===== src/csp_defines.svh =====
// Purpose: Offsets, field positions, reset values and segment limits
// Assumes: Byte addresses on a 32-bit register bus
// Notes:   Definitions only
`ifndef CSP_DEFINES_SVH
`define CSP_DEFINES_SVH
`define CSP_OFS_BOOT_CFG 4'h0
`define CSP_OFS_SEC_CFG  4'h4
`define CSP_OFS_STATUS   4'h8
`define CSP_OFS_BLOCKED  4'hC
`define CSP_WP_BIT       0
`define CSP_SIZE_LSB     1
`define CSP_SIZE_MSB     3
`define CSP_RAM_LSB      6
`define CSP_RAM_MSB      7
`define CSP_CFG_RESET    8'hFF
`define CSP_CODE_NONE    2'h3
`define CSP_END_1KW      24'h0007FE
`define CSP_END_4KW      24'h001FFE
`define CSP_END_8KW      24'h003FFE
`define CSP_END_16KW     24'h007FFE
`define CSP_VEC_LAST     24'h0001FE
`define CSP_RAM_NONE     11'h000
`define CSP_RAM_128      11'h080
`define CSP_RAM_256      11'h100
`define CSP_RAM_1024     11'h400
`endif


===== src/csp_pkg.sv =====
// Purpose: Shared types of the code segment protection block
// Assumes: Constants live in csp_defines.svh
// Notes:   Types only
package csp_pkg;
  typedef logic [23:0] csp_addr_t;
  typedef logic [2:0]  csp_size_code_t;
  typedef enum logic [1:0] {
    CSP_BUS_IDLE   = 2'b00,
    CSP_BUS_ANSWER = 2'b01
  } csp_bus_state_t;
  typedef enum logic {
    CSP_SEG_BOOT   = 1'b0,
    CSP_SEG_SECURE = 1'b1
  } csp_seg_kind_t;
endpackage


===== src/csp_top.sv =====
// Purpose: Code segment protection configuration with Avalon-MM registers
// Assumes: Single clock, synchronous active-high reset
// Notes:   Decoded outputs lag a config write by one edge; the flash gate reads the live bytes
//          Offsets 0x0, 0x4, 0x8 and 0xC; any other offset reads as zero and ignores writes
// Notes on behaviour
// - Boot write-protect 1 lets writes into the boot segment, 0 blocks them all.
// - Boot size code with low bits 11 means no boot segment exists.
// - Boot size codes 110 and 010 end the boot segment at 0x0007FE.
// - Boot size codes 101 and 001 give a 4K-word boot segment ending at 0x001FFE.
// - Boot size codes 100 and 000 give an 8K-word boot segment ending at 0x003FFE.
// - Boot RAM size code 10 is 128 bytes, 01 is 256 bytes and 00 is 1024 bytes.
// - Secure write-protect 1 lets writes into the secure segment, 0 blocks them all.
// - Secure size code with low bits 11 means no secure segment exists.
// - Secure codes 110 and 010 span from the boot end up to 0x001FFE.
// - Secure codes 101 and 001 span from the boot end up to 0x003FFE.
// - Secure codes 100 and 000 span from the boot end up to 0x007FFE.
// - The smallest variant has no secure segment, secure register or boot RAM field.
// - A changed setting takes effect at once, with no reset needed; the flash gate acts at once, but the decoded outputs follow one edge later.
`timescale 1ns/1ns
`include "csp_defines.svh"
module csp_top #(
  parameter bit SMALL_VARIANT = 1'b0
) (
  input  wire logic               clk_sys,
  input  wire logic               rst,
  input  wire logic [3:0]         avs_address,
  input  wire logic               avs_read,
  input  wire logic               avs_write,
  input  wire logic [31:0]        avs_writedata,
  input  wire logic [3:0]         avs_byteenable,
  output logic [31:0]             avs_readdata,
  output logic                    avs_waitrequest,
  input  wire logic               prog_wr_req,
  input  wire csp_pkg::csp_addr_t prog_wr_addr,
  output logic                    prog_wr_done,
  output logic                    prog_wr_commit,
  output logic                    prog_wr_blocked,
  output logic                    boot_present,
  output logic                    boot_high_sec,
  output csp_pkg::csp_addr_t      boot_last_addr,
  output logic                    secure_present,
  output logic                    secure_high_sec,
  output csp_pkg::csp_addr_t      secure_last_addr,
  output logic [10:0]             boot_ram_bytes
);
  import csp_pkg::*;

  // Configuration registers
  logic [7:0]     boot_segment_config_r;
  logic [7:0]     boot_segment_config_nxt;
  logic [7:0]     secure_segment_config_r;
  logic [7:0]     secure_segment_config_nxt;
  logic [7:0]     blocked_count_r;
  logic [7:0]     blocked_count_nxt;

  // Bus slave state
  csp_bus_state_t bus_state_r;
  csp_bus_state_t bus_state_nxt;
  logic [31:0]    rdata_r;
  logic [31:0]    rdata_nxt;
  logic           wait_r;
  logic           wait_nxt;

  // Registered decode outputs
  logic           boot_present_r;
  logic           boot_high_r;
  csp_addr_t      boot_last_r;
  logic           sec_present_r;
  logic           sec_high_r;
  csp_addr_t      sec_last_r;
  logic [10:0]    ram_bytes_r;

  // Field extraction
  wire logic           boot_wp_bit   = boot_segment_config_r[`CSP_WP_BIT];
  wire csp_size_code_t boot_size_security =
    boot_segment_config_r[`CSP_SIZE_MSB:`CSP_SIZE_LSB];
  wire logic [1:0]     boot_ram_size = boot_segment_config_r[`CSP_RAM_MSB:`CSP_RAM_LSB];
  wire logic           sec_wp_bit    = secure_segment_config_r[`CSP_WP_BIT];
  wire csp_size_code_t secure_size_security =
    secure_segment_config_r[`CSP_SIZE_MSB:`CSP_SIZE_LSB];

  // Segment decode, combinational from the live registers
  wire logic      bd_present;
  wire logic      bd_high;
  wire csp_addr_t bd_last;
  wire logic      sd_present_raw;
  wire logic      sd_high_raw;
  wire csp_addr_t sd_last;

  csp_seg_decode #(
    .KIND      (CSP_SEG_BOOT)
  ) u_boot_dec (
    .size_code (boot_size_security),
    .present   (bd_present),
    .high_sec  (bd_high),
    .last_addr (bd_last)
  );

  csp_seg_decode #(
    .KIND      (CSP_SEG_SECURE)
  ) u_sec_dec (
    .size_code (secure_size_security),
    .present   (sd_present_raw),
    .high_sec  (sd_high_raw),
    .last_addr (sd_last)
  );

  // Small variant has no secure segment at all
  wire logic sd_present = sd_present_raw & ~SMALL_VARIANT;
  wire logic sd_high    = sd_high_raw & ~SMALL_VARIANT;

  // Boot RAM size; code 11 and the small variant give no protected RAM
  function automatic logic [10:0] ram_code_bytes(input logic [1:0] code);
    logic [10:0] n;
    n = `CSP_RAM_NONE;
    unique case (code)
      2'h2: n = `CSP_RAM_128;
      2'h1: n = `CSP_RAM_256;
      2'h0: n = `CSP_RAM_1024;
      2'h3: n = `CSP_RAM_NONE;
    endcase
    return n;
  endfunction

  wire logic [10:0] ram_bytes_nxt = SMALL_VARIANT ? `CSP_RAM_NONE : ram_code_bytes(boot_ram_size);

  // Flash write gate uses the live registers, so a change acts at once
  wire logic gate_done;
  wire logic gate_commit;
  wire logic gate_blocked;

  csp_write_gate u_gate (
    .clk_sys       (clk_sys),
    .rst           (rst),
    .wr_req        (prog_wr_req),
    .wr_addr       (prog_wr_addr),
    .boot_present  (bd_present),
    .boot_last     (bd_last),
    .boot_writable (boot_wp_bit),
    .sec_present   (sd_present),
    .sec_last      (sd_last),
    .sec_writable  (sec_wp_bit),
    .done_r        (gate_done),
    .commit_r      (gate_commit),
    .blocked_r     (gate_blocked)
  );

  // Bus decode
  wire logic req        = avs_read | avs_write;
  wire logic bus_idle   = (bus_state_r == CSP_BUS_IDLE);
  wire logic accept     = (bus_state_r == CSP_BUS_ANSWER);
  wire logic rd_take    = bus_idle & avs_read;
  wire logic sel_boot   = (avs_address == `CSP_OFS_BOOT_CFG);
  wire logic sel_sec    = (avs_address == `CSP_OFS_SEC_CFG) & ~SMALL_VARIANT;
  wire logic sel_status = (avs_address == `CSP_OFS_STATUS);
  wire logic sel_blk    = (avs_address == `CSP_OFS_BLOCKED);
  // Only lane 0 carries a register byte
  wire logic wr_any     = accept & avs_write;
  wire logic wr_lane0   = wr_any & avs_byteenable[0];
  wire logic wr_boot    = wr_lane0 & sel_boot;
  wire logic wr_sec     = wr_lane0 & sel_sec;
  wire logic clr_blk    = wr_lane0 & sel_blk;

  // Status word shows the decoded protection state
  wire logic [31:0] status_word = {
    5'h00,
    ram_bytes_r,
    8'h00,
    3'h0,
    SMALL_VARIANT,
    sec_high_r,
    sec_present_r,
    boot_high_r,
    boot_present_r
  };

  // Config and counter bytes sit in lane 0 of their words
  wire logic [31:0] word_boot = {24'h000000, boot_segment_config_r};
  wire logic [31:0] word_sec  = {24'h000000, secure_segment_config_r};
  wire logic [31:0] word_blk  = {24'h000000, blocked_count_r};

  // Unmapped and unimplemented offsets read as zero
  wire logic [31:0] read_mux =
    sel_boot   ? word_boot :
    sel_sec    ? word_sec :
    sel_status ? status_word :
    sel_blk    ? word_blk :
                 32'h00000000;

  // Writes land at the edge where waitrequest is seen low
  function automatic logic [7:0] cfg_next(input logic hit, input logic [31:0] wdata, input logic [7:0] cur);
    return hit ? wdata[7:0] : cur;
  endfunction

  assign boot_segment_config_nxt   = cfg_next(wr_boot, avs_writedata, boot_segment_config_r);
  assign secure_segment_config_nxt = cfg_next(wr_sec, avs_writedata, secure_segment_config_r);

  // A blocked write in the clearing cycle is still counted; the count
  // saturates so a flood of denied writes never wraps to a small number
  wire logic [7:0] blk_base = clr_blk ? 8'h00 : blocked_count_r;
  wire logic       blk_full = (blk_base == 8'hFF);
  wire logic [7:0] blk_step = blk_full ? 8'h00 : 8'h01;
  assign blocked_count_nxt =
    gate_blocked ? blk_base + blk_step : blk_base;

  // One idle cycle, then one answer cycle with waitrequest low
  assign bus_state_nxt =
    (bus_idle && req) ? CSP_BUS_ANSWER : CSP_BUS_IDLE;
  assign wait_nxt      = (bus_state_nxt != CSP_BUS_ANSWER);
  // Read data is caught on the taking edge, so it stands while waitrequest is low
  assign rdata_nxt =
    rd_take ? read_mux : rdata_r;

  // Two states: idle, then answer
  always_ff @(posedge clk_sys) begin
    if (rst) begin
      bus_state_r <= CSP_BUS_IDLE;
    end else begin
      bus_state_r <= bus_state_nxt;
    end
  end

  // Waitrequest leaves reset high, so nothing is taken before the first idle edge
  always_ff @(posedge clk_sys) begin
    if (rst) begin
      wait_r <= 1'b1;
    end else begin
      wait_r <= wait_nxt;
    end
  end

  // Read data holds until the next read, not only for the answer cycle
  always_ff @(posedge clk_sys) begin
    if (rst) begin
      rdata_r <= 32'h00000000;
    end else begin
      rdata_r <= rdata_nxt;
    end
  end

  // Erased configuration: no segments, everything writable
  always_ff @(posedge clk_sys) begin
    if (rst) begin
      boot_segment_config_r <= `CSP_CFG_RESET;
    end else begin
      boot_segment_config_r <= boot_segment_config_nxt;
    end
  end

  // Writes to the secure byte are dropped on the small variant
  always_ff @(posedge clk_sys) begin
    if (rst) begin
      secure_segment_config_r <= `CSP_CFG_RESET;
    end else begin
      secure_segment_config_r <= secure_segment_config_nxt;
    end
  end

  // Counter clears on any lane-0 write to its offset
  always_ff @(posedge clk_sys) begin
    if (rst) begin
      blocked_count_r <= 8'h00;
    end else begin
      blocked_count_r <= blocked_count_nxt;
    end
  end

  // Decoded state is registered so every output leaves a flop
  always_ff @(posedge clk_sys) begin
    if (rst) begin
      boot_present_r <= 1'b0;
    end else begin
      boot_present_r <= bd_present;
    end
  end

  // Security level only means something while the segment exists
  always_ff @(posedge clk_sys) begin
    if (rst) begin
      boot_high_r <= 1'b0;
    end else begin
      boot_high_r <= bd_high;
    end
  end

  // With no segment the end reads as the vector area end, never a stale size
  always_ff @(posedge clk_sys) begin
    if (rst) begin
      boot_last_r <= `CSP_VEC_LAST;
    end else begin
      boot_last_r <= bd_last;
    end
  end

  // The small variant reports no secure segment whatever its byte holds
  always_ff @(posedge clk_sys) begin
    if (rst) begin
      sec_present_r <= 1'b0;
    end else begin
      sec_present_r <= sd_present;
    end
  end

  always_ff @(posedge clk_sys) begin
    if (rst) begin
      sec_high_r <= 1'b0;
    end else begin
      sec_high_r <= sd_high;
    end
  end

  // Secure end stands alone; its start follows the boot end in the gate
  always_ff @(posedge clk_sys) begin
    if (rst) begin
      sec_last_r <= `CSP_VEC_LAST;
    end else begin
      sec_last_r <= sd_last;
    end
  end

  // Boot RAM size follows the live field one edge later
  always_ff @(posedge clk_sys) begin
    if (rst) begin
      ram_bytes_r <= `CSP_RAM_NONE;
    end else begin
      ram_bytes_r <= ram_bytes_nxt;
    end
  end

  assign avs_readdata     = rdata_r;
  assign avs_waitrequest  = wait_r;
  assign prog_wr_done     = gate_done;
  assign prog_wr_commit   = gate_commit;
  assign prog_wr_blocked  = gate_blocked;
  assign boot_present     = boot_present_r;
  assign boot_high_sec    = boot_high_r;
  assign boot_last_addr   = boot_last_r;
  assign secure_present   = sec_present_r;
  assign secure_high_sec  = sec_high_r;
  assign secure_last_addr = sec_last_r;
  assign boot_ram_bytes   = ram_bytes_r;
endmodule


===== src/csp_seg_decode.sv =====
// Purpose: Decodes a segment size and security code
// Assumes: Top bit of the code selects standard (1) or high (0) security
// Notes:   Combinational
`timescale 1ns/1ns
`include "csp_defines.svh"
module csp_seg_decode #(
  parameter csp_pkg::csp_seg_kind_t KIND = csp_pkg::CSP_SEG_BOOT
) (
  input  wire csp_pkg::csp_size_code_t size_code,
  output logic                         present,
  output logic                         high_sec,
  output csp_pkg::csp_addr_t           last_addr
);
  import csp_pkg::*;

  function automatic csp_addr_t seg_last(input logic [1:0] low, input csp_seg_kind_t k);
    csp_addr_t a;
    a = `CSP_VEC_LAST;
    if (k == CSP_SEG_BOOT) begin
      unique case (low)
        2'h2:    a = `CSP_END_1KW;
        2'h1:    a = `CSP_END_4KW;
        2'h0:    a = `CSP_END_8KW;
        default: a = `CSP_VEC_LAST;
      endcase
    end else begin
      unique case (low)
        2'h2:    a = `CSP_END_4KW;
        2'h1:    a = `CSP_END_8KW;
        2'h0:    a = `CSP_END_16KW;
        default: a = `CSP_VEC_LAST;
      endcase
    end
    return a;
  endfunction

  // Low bits 11 mean no segment whatever the top bit
  assign present   = (size_code[1:0] != `CSP_CODE_NONE);
  assign high_sec  = present & ~size_code[2];
  assign last_addr = seg_last(size_code[1:0], KIND);
endmodule


===== src/csp_write_gate.sv =====
// Purpose: Grants or blocks a program flash write by segment protection
// Assumes: One request pulse, answered one edge later
// Notes:   Blocked writes still complete so the sequencer never stalls
`timescale 1ns/1ns
`include "csp_defines.svh"
module csp_write_gate (
  input  wire logic               clk_sys,
  input  wire logic               rst,
  input  wire logic               wr_req,
  input  wire csp_pkg::csp_addr_t wr_addr,
  input  wire logic               boot_present,
  input  wire csp_pkg::csp_addr_t boot_last,
  input  wire logic               boot_writable,
  input  wire logic               sec_present,
  input  wire csp_pkg::csp_addr_t sec_last,
  input  wire logic               sec_writable,
  output logic                    done_r,
  output logic                    commit_r,
  output logic                    blocked_r
);
  import csp_pkg::*;

  function automatic logic in_span(input csp_addr_t a, input csp_addr_t lo_ex, input csp_addr_t hi);
    return (a > lo_ex) && (a <= hi);
  endfunction

  // Secure space starts where the boot segment ends
  wire csp_addr_t sec_lo_ex = boot_present ? boot_last : `CSP_VEC_LAST;
  wire hit_boot = boot_present & in_span(wr_addr, `CSP_VEC_LAST, boot_last);
  wire hit_sec  = sec_present & in_span(wr_addr, sec_lo_ex, sec_last);
  wire deny     = (hit_boot & ~boot_writable) | (hit_sec & ~sec_writable);

  always_ff @(posedge clk_sys) begin
    if (rst) begin
      done_r    <= 1'b0;
      commit_r  <= 1'b0;
      blocked_r <= 1'b0;
    end else begin
      done_r    <= wr_req;
      commit_r  <= wr_req & ~deny;
      blocked_r <= wr_req & deny;
    end
  end
endmodule


===== config.mk =====
export PLATFORM = sky130hd
export DESIGN_NAME = csp_top
export DESIGN_NICKNAME = d
export VERILOG_FILES = /design/src/csp_pkg.sv /design/src/csp_top.sv /design/src/csp_seg_decode.sv /design/src/csp_write_gate.sv
export VERILOG_INCLUDE_DIRS = /design/src
export SDC_FILE = /design/constraint.sdc
export NUM_CORES = 1
export LEC_CHECK = 0
export ABC_AREA = 1
export ABC_CLOCK_PERIOD_IN_PS = 2200
export CAP_MARGIN = 10
export CORE_MARGIN = 2
export CORE_UTILIZATION = 40
export DETAILED_ROUTE_END_ITERATION = 8
export DONT_BUFFER_PORTS = 1
export PLACE_DENSITY = 0.62
export REMOVE_ABC_BUFFERS = 1
export SYNTH_ARGS = -nofsm -noshare
export SYNTH_HDL_FRONTEND = slang
export SYNTH_SLANG_ARGS = --single-unit
export TNS_END_PERCENT = 30

===== constraint.sdc =====
create_clock -name clk_sys -period 2.2 [get_ports clk_sys]
set_input_delay 0.33 -clock clk_sys [delete_from_list [all_inputs] [get_ports clk_sys]]
set_output_delay 0.33 -clock clk_sys [all_outputs]
set_load 0.01 [all_outputs]

* Yosys cells after proc, flatten, opt, wreduce, memory -nomap -nowiden
Index checks and enable logic that the tools add are counted.
** Operators by class
- Add/sub/neg operators :: 1
- Magnitude comparators :: 4
- Equal/unequal tests :: 15
- Muxes and demuxes :: 12
- Bitwise gates (word level) :: 21
- Reduce and logical (&&, ||, !) cells :: 8
** Operators by type and width (count)
- $mux 27 :: 3
- $pmux 15 s3 :: 1
- $pmux 11 s4 :: 1
- $pmux 14 s3 :: 1
- $gt 24x24->1 :: 1
- $gt 24x9->1 const B :: 1
- $le 24x14->1 :: 1
- $le 24x15->1 :: 1
- $mux 8 :: 3
- $and 1x1->1 :: 14
- $mux 14 :: 1
- $add 8x1->8 :: 1
- $eq 2x1->1 const B :: 4
- $eq 2x2->1 const B :: 4
- $eq 4x4->1 const B :: 2
- $eq 8x8->1 const B :: 1
- $logic_not 2->1 :: 4
- $not 1->1 :: 5
- $eq 4x3->1 const B :: 1
- $logic_not 4->1 :: 1
- $ne 2x2->1 const B :: 2
- $logic_and 1x1->1 :: 3
- $mux 1 :: 2
- $or 1x1->1 :: 2
- $ne 1x1->1 const B :: 1
** Storage, ports and cells
- Flip-flop bits (word level) :: 125
- Input port bits :: 69
- Output and inout bits :: 99

* Depth between registers and ports, before layout
Gate-level depths: netlist of run 1.
- Depth after elaboration :: 10
- Mapped depth :: 16
- Gate-level depth less buffers :: 16

* Modules after synthesis
From an unflattened synthesis of run 1, not the netlist that was laid out.
** Second synthesis, totals
- Cells, all modules :: 835
- Area total of the unflattened synthesis :: 6032.0 µm²
** Modules (own cells, without submodules)
- csp_top :: instances 1, cells each 420, area each 3460.8 µm², seq. area each 1841.8 µm²
- csp_write_gate :: instances 1, cells each 359, area each 2185.8 µm², seq. area each 60.1 µm²
- csp_seg_decode :: instances 2, cells each 28, area each 192.7 µm², seq. area each 0.0 µm²

* Worst setup path after synthesis of run 1
Ideal clock, no wire load.
- Path kind :: reg-to-reg
- From :: reg bus_state_r[0]
- To :: reg blocked_count_r[7]
- Library setup time :: 115 ps
- Arrival :: 1807 ps
- Data required time :: 2085 ps
- Slack :: 278 ps
- Stages on the path, launching flop included :: 15
- Path buffers :: 0
- Cells stage by stage :: dfxtp_1 nand3_1 nor2_4 nor2_1 nand2_1 nor3_1 nand4_1 ha_1 nand2_1 nor2_1 nand3_2 nor2_1 nand3_1 nand2_1 nor2_1
** On the way
- Cells in the longest elaborated chain, start to end :: 9
** RTL lines
- start, declared :: line csp_top.sv:57 : csp_bus_state_t bus_state_r;
- start signal, assigned :: line csp_top.sv:219 : bus_state_r <= bus_state_nxt;
- $eq 2x1->1 * :: line csp_top.sv:151 : wire logic accept = (bus_state_r == CSP_BUS_ANSWER);
- $and 1x1->1 * :: line csp_top.sv:158 : wire logic wr_any = accept & avs_write;
- $and 1x1->1 * :: line csp_top.sv:159 : wire logic wr_lane0 = wr_any & avs_byteenable[0];
- $and 1x1->1 * :: line csp_top.sv:162 : wire logic clr_blk = wr_lane0 & sel_blk;
- $mux 8 * :: line csp_top.sv:200 : wire logic [7:0] blk_base = clr_blk ? 8'h00 : blocked_count_r;
- $eq 8x8->1 :: line csp_top.sv:201 : wire logic blk_full = (blk_base == 8'hFF);
- $mux 1 :: line csp_top.sv:202 : wire logic [7:0] blk_step = blk_full ? 8'h00 : 8'h01;
- $add 8x1->8 :: line csp_top.sv:204 : gate_blocked ? blk_base + blk_step : blk_base;
- $mux 8 * :: line csp_top.sv:204
- end signal, assigned :: line csp_top.sv:264 : blocked_count_r <= blocked_count_nxt;
- end, declared :: line csp_top.sv:53 : logic [7:0] blocked_count_r;
Every way passes the cells marked *; elsewhere a longest branch is shown, timed or not.
A chain may end at the register's enable or synchronous reset.

* Final worst setup path of run 1
Same ends and word-level chain as after synthesis.

==> results of run 1 <==
[critical path, cell delays in order (launching register included)]
cell and delay (ns):
dfxtp_1 0.40, nand3_2 0.15, nor2_4 0.20, nor2_1 0.09
nand2_1 0.11, nor3_1 0.06, nand4_1 0.08, ha_1 0.18
nand2_1 0.06, nor2_1 0.16, nand3_2 0.12, nor2_2 0.14
nand3_1 0.09, nand2_1 0.07, nor2_1 0.03
[logic make-up after synthesis]
kind of cell | after synthesis | share of synthesized area (%)
adders and majority gates | 17 | 6.46
other | 2 | 0.228
DFF | 51 | 31.0
AOI/OAI and AO/OA | 56 | 9.27
buffers and inverters | 139 | 24.4
and+or+nand+nor | 217 | 28.6
[per-stage QoR]
stage	TNS (ns)	cells	setup slack, ns
after global placement	0	573	0.132
after global routing	-0.0476	584	-0.0476
after detailed placement	0	573	0.0630
after CTS	0	581	0.0408
final	0	584	0.158
after floorplan	0	462	0.272
[power by group]
part	switching (mW)	internal, mW	leakage [nW]
combinational	0.135	0.0543	1.10
clock	0.309	0.339	0.0581
sequential	0.0219	0.943	0.415
[registers in the layout, indices dropped and copies added, names as in the netlist, 2 cells and up]
signal,flops
avs_readdata,11
blocked_count_r,8
boot_segment_config_r,8
secure_segment_config_r,8
boot_ram_bytes,3
boot_last_addr,2
secure_last_addr,2
[layout make-up]
cell class              instances  share of cell area [%]
clock buffers                   5                    2.11
clock inverters                 3                    1.34
inverters                      55                    6.32
multi-input cells             356                    52.5
flip-flops and latches         51                    31.2
well taps                     105                    4.02
repair buffers                  9                    2.45
[path summary, 6_finish.rpt]
kind | end | from | depth (start not counted) | slack (ns)
setup / recovery | blocked_count_r[7] | bus_state_r[0] | 14 | 0.16
hold / removal | secure_last_addr[13] | rst | 1 | 0.08
setup reg to reg | blocked_count_r[7] | bus_state_r[0] | 14 | 0.16
hold reg to reg | secure_segment_config_r[4] | secure_segment_config_r[4] | 2 | 0.47
[Yosys cell counts]
cell	instances
nand4_1	2
buf_6	1
buf_1	1
and3_1	2
nand4_2	1
a21oi_1	23
buf_4	73
nor2_1	56
nor3_1	9
or2_2	2
o21a_1	1
nand3_2	1
ha_1	17
conb_1	2
inv_1	53
o211ai_1	3
nor2_2	1
inv_2	2
o221ai_1	1
dfxtp_1	51
a41oi_1	3
nor2_4	5
nor3_2	1
nand2_1	109
clkbuf_1	9
nand3_1	27
o21ai_0	25
nand2_4	1
[per-layer routing]
metal	track usage (%)	share of wire [%]
met5	0	0
met1	19.9	45
met4	2.90	0.76
met3	4.39	9.7
met2	24.8	45
[timing repair]
item                       4_1_cts  5_1_grt
resized for setup                0        2
setup buffers                    0        3
setup endpoints to repair        0        4
==> flow_summary.yaml, run 1 <==
outcome:
  outcome: "completed"
final_layout:
  fillers: 884
  area_delta_synth_final_pct: -0.760
  final_util_pct: 40.4
  drive_above_1_share_pct: 6.89
  ff_latch_area_sq_mm: 0.00102
  final_cell_mix: "nand2_1, conb_1, nor2_1, inv_1, dfxtp_1"
  final_net_count: 564
  multi_input_area_sq_mm: 0.00172
  final_area_sq_mm: 0.00327
  final_common_cell: "nand2_1"
  antenna_cells: 0
yosys:
  synth-seq-cells: 51
  yosysTopAreaCellShare_pct: 31.0
  ys_seq_area_share_pct: 31.0
  syn_area_sq_mm: 0.00329
  avgSynthCellArea_sq_um: 6.83
  netlist_top_cells_area: "dfxtp_1, buf_4, nand2_1"
  synthCells: 482
  synth.largest_area_cell: "dfxtp_1"
  ys_types: 28
  yosys_warnings: 0
place:
  routabilityCongestion: 0.816
  post-dp-hpwl_mm: 5.41
  port_buffers: 0
  place_area_sq_mm: 0.00313
global_routing:
  grt_overflow_total: 0
  grt_pass1_wl_mm: 10.8
  antenna_found_initial: 0
  grt_pass1_vias: 2269
  grt.total_usage_pct: 15.1
  grt_max_degree: 22
clock_network:
  clock_path_buffers: 2
  clkTransAtPathRegs_ns: 0.09
  ctsHoldBuffers: 0
  clk_latency_ns: 0.30
  root_buffer: "clkbuf_8"
  tritoncts: "done"
  htree_levels: 2
  cts_sinks: 51
  numCtsBuffers: 5
floorplanning:
  num_io_pins: 168
  die-area_sq_mm: 0.00897
  dieHeight_um: 94.7
  rows: 33
  core-area_sq_mm: 0.00809
  die_w_um: 94.7
  start_util_pct: 40.7
routing:
  ant_nets: 0
  firstDrtPassIters: 4
  avgViaCountPerCell: 4.56
  wire_per_inst_um: 11.7
  drt-initial-drc-count: 107
  drc_errors: 0
  num_vias: 2664
  routed_wl_mm: 6.84
sta:
  worst_pin_slew_ns: 0.534
  setup_viol: 0
  post-route-min-period_ns: 2.04
  whs_ns: 0.0794
  max_freq_mhz: 490
  fin_crit_sh_pct: 92.8
  finalClockSkew_ns: 0.00775
  hold_viol: 0
  slew_headroom_pct: 64.3
  final_max_slew_viol_count: 0
hold_path:
  hold_class: "input pin to flip-flop"
setup_path:
  worstSetupPathType: "flip-flop to flip-flop"
  cp.arrival_ns: 2.25
  cp_max_fo: 6
  end_kind: "flip-flop"
  cp-start-kind: "flip-flop"
  required_ns: 2.40
pwr:
  power_density_mw_per_mm2: 552
  ir_drop_mv: 0.230
  finalPower_mw: 1.80
  p_leak_nw: 1.57
flow_run:
  maxCapViolCount: 0
Note: power is estimated with default switching activity, not from simulation.
==> run 2: changes to the inputs <==
Settings changed: MAX_ROUTING_LAYER set to met4, SKIP_LAST_GASP set to 1, SYNTH_HIERARCHICAL set to 1.
==> flow_summary.yaml, run 2 <==
outcome:
  outcome: "completed"
pwr:
  p_int_mw: 2.77
  ir_drop_mv: 0.364
  p_sw_mw: 1.00
  p_seq_share_pct: 48.6
  p_sw_share_pct: 26.6
  p_comb_share_pct: 10.8
  p_leak_nw: 3.09
  power_density_mw_per_mm2: 605
  finalPower_mw: 3.78
  power.share.clock_pct: 40.7
global_routing:
  grt_max_degree: 62
  antenna_found_initial: 0
  grt_pass1_wl_mm: 20.8
  grt_pass1_vias: 4426
  grt_overflow_total: 0
  grt.total_usage_pct: 16.7
floorplanning:
  num_io_pins: 168
  dieHeight_um: 127
  die_w_um: 127
  rows: 44
  core-area_sq_mm: 0.0146
  start_util_pct: 41.2
  die-area_sq_mm: 0.0161
routing:
  routed-wl-met2_mm: 5.68
  drc_errors: 0
  firstDrtPassIters: 4
  num_vias: 4529
  routed_wl_mm: 12.5
  wl_met1_mm: 5.69
  avgViaCountPerCell: 4.45
  topRoutingLayerUsed: "met4"
  drt-initial-drc-count: 210
  wire_per_inst_um: 12.3
  ant_nets: 0
  wl_met3_um: 902
setup_path:
  crit_chain: "buf_4 > nor2_1 > inv_1 > ha_1 > nand2_1 > nor2_2 > nand4_2 > nor2_2 > nand2_1 > nand3_1 > nand2_1 > nand2_2 > nand2_1 > nor2_2"
  ff2ff_path_depth: 14
  cp.arrival_ns: 2.18
  required_ns: 2.49
  cp_max_fo: 5
  slowest_delay_ns: 0.32
  crit_slowest_cell: "dfxtp_1"
  worstSetupPathType: "flip-flop to flip-flop"
  end_kind: "flip-flop"
  cpMostUsedCell: "nand2_1"
  cp-start-kind: "flip-flop"
clock_network:
  numCtsBuffers: 9
  htree_levels: 3
  clock_path_buffers: 2
  postCtsSetupBuffers: 0
  root_buffer: "clkbuf_16"
  cts_sinks: 95
  clk_latency_ns: 0.35
  clkTransAtPathRegs_ns: 0.07
  tritoncts: "done"
sta:
  hold_viol: 0
  post-route-min-period_ns: 1.90
  max_freq_mhz: 527
  setup_viol: 0
  setup_slack_ns: 0.304
  whs_ns: 0.0557
  worst_pin_slew_ns: 0.535
  final_max_slew_viol_count: 0
  slew_headroom_pct: 64.2
  setup_tns_ns: 0
  finalClockSkew_ns: 0.00677
  fin_crit_sh_pct: 86.2
  rsz0062_at_grt: "false"
yosys:
  yosys-top-cells-count: "nand2_1, inv_1, dfxtp_1"
  ys_types: 34
  synth.largest_area_cell: "dfxtp_1"
  netlist_top_cells_area: "dfxtp_1, ha_1, nand2_1"
  synth-main-ff-cell: "dfxtp_1"
  syn_area_sq_mm: 0.00603
  yosysTopAreaCellShare_pct: 31.5
  synth_enable_flop_cells: 0
  synthCells: 835
  yosysMostFrequentCell: "nand2_1"
  yosys_warnings: 6
  async_flop_share_pct: 0
  synth-seq-cells: 95
  ys_seq_area_share_pct: 31.5
  avgSynthCellArea_sq_um: 7.22
final_layout:
  antenna_cells: 0
  final_net_count: 971
  multi_input_area_sq_mm: 0.00321
  drive_above_1_share_pct: 9.36
  ff_latch_area_sq_mm: 0.00190
  fillers: 1579
  final_common_cell: "nand2_1"
  final_cells: 1017
  final_cell_mix: "nand2_1, inv_1, dfxtp_1, nor2_1, ha_1"
  area_delta_synth_final_pct: 3.51
hold_path:
  holdPathStages: 1
  hold_class: "input pin to flip-flop"
place:
  post-place-ws_ns: 0.156
  routabilityCongestion: 0.789
  dp_cells: 1001
  port_buffers: 0
  post-dp-hpwl_mm: 9.68
flow_run:
  maxCapViolCount: 0
==> run 2: changes by cell type after synthesis, moves of 5 or more <==
cell,change
inv_1,+87
ha_1,+57
nand2_1,+56
dfxtp_1,+44
nor2_1,+38
a21oi_1,+19
or2_2,+14
nor2_2,+8
nand4_1,+6
nor3_1,-5
==> run 2: power by group through the flow <==
stage | Clock, mW | Combinational [mW] | Sequential [mW]
after floorplan | 0 | 0.327 | 1.86
after global placement | 0 | 0.390 | 1.87
after detailed placement | 0 | 0.395 | 1.87
after CTS | 1.59 | 0.397 | 1.84
after global routing | 1.66 | 0.488 | 1.84
final | 1.54 | 0.407 | 1.83
==> run 2: what timing repair did <==
action / 4_1_cts / 5_1_grt
gates resized for setup: 0 / 1
hold buffers: 0 / 0
endpoints found under the setup margin: 0 / 2
==> run 2: critical path: cells and delay by family, from the launching register on <==
family        cells  cell delay (ns)
buf+inv           2             0.22
simple gates     11             1.01
fa+ha+maj         1             0.29
flops             1             0.32
==> run 2: cells by family after synthesis <==
logic type                 share of synthesized area (%)
AOI/OAI and AO/OA                                   8.28
adders and majority gates                           15.3
buffers and inverters                               19.1
DFF                                                 31.5
other                                              0.311
and+or+nand+nor                                     25.4
==> run 2: layer usage <==
metal | vias up | global-route usage (%)
met4 | 0 | 4.59
met2 | 100 | 26.5
met1 | 1969 | 20.2
li1 | 2442 | -
met3 | 18 | 5.86
met5 | - | -
==> run 2: final cells by class <==
cell class | count | share of cell area (%)
Inverter | 144 | 8.66
Clock buffer | 11 | 4.05
Tap cell | 184 | 3.69
Sequential cell | 95 | 30.5
Multi-Input combinational cell | 569 | 51.4
Clock inverter | 5 | 0.661
Timing Repair Buffer | 9 | 1.08
==> run 2: worst paths after layout <==
path | start | end | slack [ns]
max | boot_segment_config_r[2] | u_gate/commit_r | 0.30
min | rst | blocked_count_r[4] | 0.06
max reg2reg | boot_segment_config_r[2] | u_gate/commit_r | 0.30
min reg2reg | boot_segment_config_r[6] | boot_ram_bytes[10] | 0.45
==> run 2: stage by stage <==
stage | area [sq um] | util [%]
3_5_place_dp | 5950 | 40.6
3_3_place_gp | 5950 | 40.6
6_report | 6240 | 42.6
4_1_cts | 6240 | 42.6
2_1_floorplan | 5650 | -
5_1_grt | 6240 | 42.6
==> run 3: changes to the inputs <==
Settings changed: SETUP_SLACK_MARGIN set to 0.4.
==> flow_summary.yaml, run 3 (synthesis gave the netlist of run 2 again) <==
outcome:
  outcome: "completed"
final_layout:
  area_delta_synth_final_pct: 6.45
  final_cells: 1025
  final_area_sq_mm: 0.00642
  final_common_cell: "nand2_1"
  final_net_count: 979
  antenna_cells: 0
  final_cell_mix: "nand2_1, inv_1, nor2_1, dfxtp_1, ha_1"
  drive_above_1_share_pct: 12.7
clock_network:
  root_buffer: "clkbuf_16"
  cts_sinks: 95
  ctsHoldBuffers: 0
  numCtsBuffers: 9
  tritoncts: "done"
  htree_levels: 3
  clock_path_buffers: 2
  clk_latency_ns: 0.35
  clkTransAtPathRegs_ns: 0.07
floorplanning:
  start_util_pct: 41.2
  num_io_pins: 168
  die-area_sq_mm: 0.0161
  dieHeight_um: 127
  core-area_sq_mm: 0.0146
  rows: 44
  die_w_um: 127
sta:
  setup_tns_ns: 0
  finalClockSkew_ns: 0.00786
  hold_viol: 0
  fin_crit_sh_pct: 82.9
  worst_pin_slew_ns: 0.557
  max_freq_mhz: 548
  final_max_slew_viol_count: 0
  setup_viol: 0
  post-route-min-period_ns: 1.82
  slew_headroom_pct: 62.7
  rsz0062_at_grt: "true"
  setup_slack_ns: 0.376
routing:
  firstDrtPassIters: 4
  ant_nets: 0
  drt-initial-drc-count: 208
  num_vias: 4555
  avgViaCountPerCell: 4.44
  wire_per_inst_um: 12.3
  drc_errors: 0
  routed_wl_mm: 12.6
pwr:
  ir_drop_mv: 0.364
  finalPower_mw: 3.79
  p_leak_nw: 3.11
  power_density_mw_per_mm2: 590
setup_path:
  cp.arrival_ns: 2.11
  crit_slowest_cell: "dfxtp_2"
  crit_chain: "buf_6 > nor2_4 > inv_2 > ha_4 > nand2_2 > nor2_4 > nand4_2 > nor2_2 > nand2_1 > nand3_2 > nand2_2 > nand2_2 > nand2_2 > nor2_2"
  worstSetupPathType: "flip-flop to flip-flop"
  cpMostUsedCell: "nand2_2"
  path_delay_family: "simple AND/OR/NAND/NOR gates"
  end_kind: "flip-flop"
  crit_buf_inv: 2
  slowest_delay_ns: 0.34
  cp_max_fo: 3
  cp-start-kind: "flip-flop"
  required_ns: 2.49
place:
  dp_cells: 1001
  post-place-ws_ns: 0.156
  place_area_sq_mm: 0.00595
  routabilityCongestion: 0.789
  port_buffers: 0
  post-dp-hpwl_mm: 9.68
global_routing:
  grt_overflow_total: 0
  grt_max_degree: 62
  grt.total_usage_pct: 16.9
  grt_pass1_wl_mm: 21.0
  met3_usage_pct: 5.86
  antenna_found_initial: 0
  grt_pass1_vias: 4455
  busiest_layer: "met2"
  met1_usage_pct: 20.4
  use_met2_pct: 26.8
hold_path:
  hold_class: "input pin to flip-flop"
flow_run:
  maxCapViolCount: 0
run 3: cell count changes in the layout (fill, tap and decap cells not counted), sizes merged:
| cell | previous run | this run |
|---|---|---|
| buf | 9 | 17 |
| clkinvlp | 1 | 2 |
| inv | 145 | 144 |
run 3: worst paths after layout:
path | cells past startpoint | to | start | slack [ns]
worst max-delay path | 14 | u_gate/commit_r | boot_segment_config_r[2] | 0.38
worst min-delay path | 1 | blocked_count_r[4] | rst | 0.06
worst max register to register | 14 | u_gate/commit_r | boot_segment_config_r[2] | 0.38
worst min register to register | 1 | boot_ram_bytes[10] | boot_segment_config_r[6] | 0.45
run 3: worst register-to-register path, cell delays in order (launching register included):
cell and delay [ns]:
dfxtp_2 0.34, buf_6 0.13, nor2_4 0.13, inv_2 0.06, ha_4 0.26, nand2_2 0.06, nor2_4 0.12, nand4_2 0.11
nor2_2 0.14, nand2_1 0.08, nand3_2 0.07, nand2_2 0.05, nand2_2 0.08, nand2_2 0.06, nor2_2 0.08
run 3: timing repair:
| action | CTS | global route |
|---|---|---|
| gates resized for setup | 21 | 14 |
| pin swaps | 8 | 12 |
| setup buffers | 6 | 2 |
| setup endpoints to repair | 6 | 9 |
run 3: power breakdown:
group          leakage, nW  switching [mW]  internal [mW]
Clock                0.144           0.702          0.839
Combinational         2.19           0.255          0.162
Sequential           0.779          0.0562           1.78
run 3: through the flow:
step	hold WS (ns)	utilization, %
after floorplan	0.400	-
after global routing	0.0359	43.8
after detailed placement	0.410	40.6
after CTS	0.0354	43.3
final	0.0557	43.8
after global placement	0.410	40.6
run 3: per-layer routing:
metal  vias up  share of wire [%]
met2        95                 45
met3        18                7.2
met5         -                  0
met4         0                1.5
li1       2459                  -
met1      1983                 46
run 3: area by class of cell:
cell class | instances | area, sq um
Inverter | 144 | 544
Multi-Input combinational cell | 569 | 3310
Fill cell | 1563 | 8220
Clock inverter | 5 | 41.3
Clock buffer | 11 | 253
Tap cell | 184 | 230
Timing Repair Buffer | 17 | 131
Sequential cell | 95 | 1920
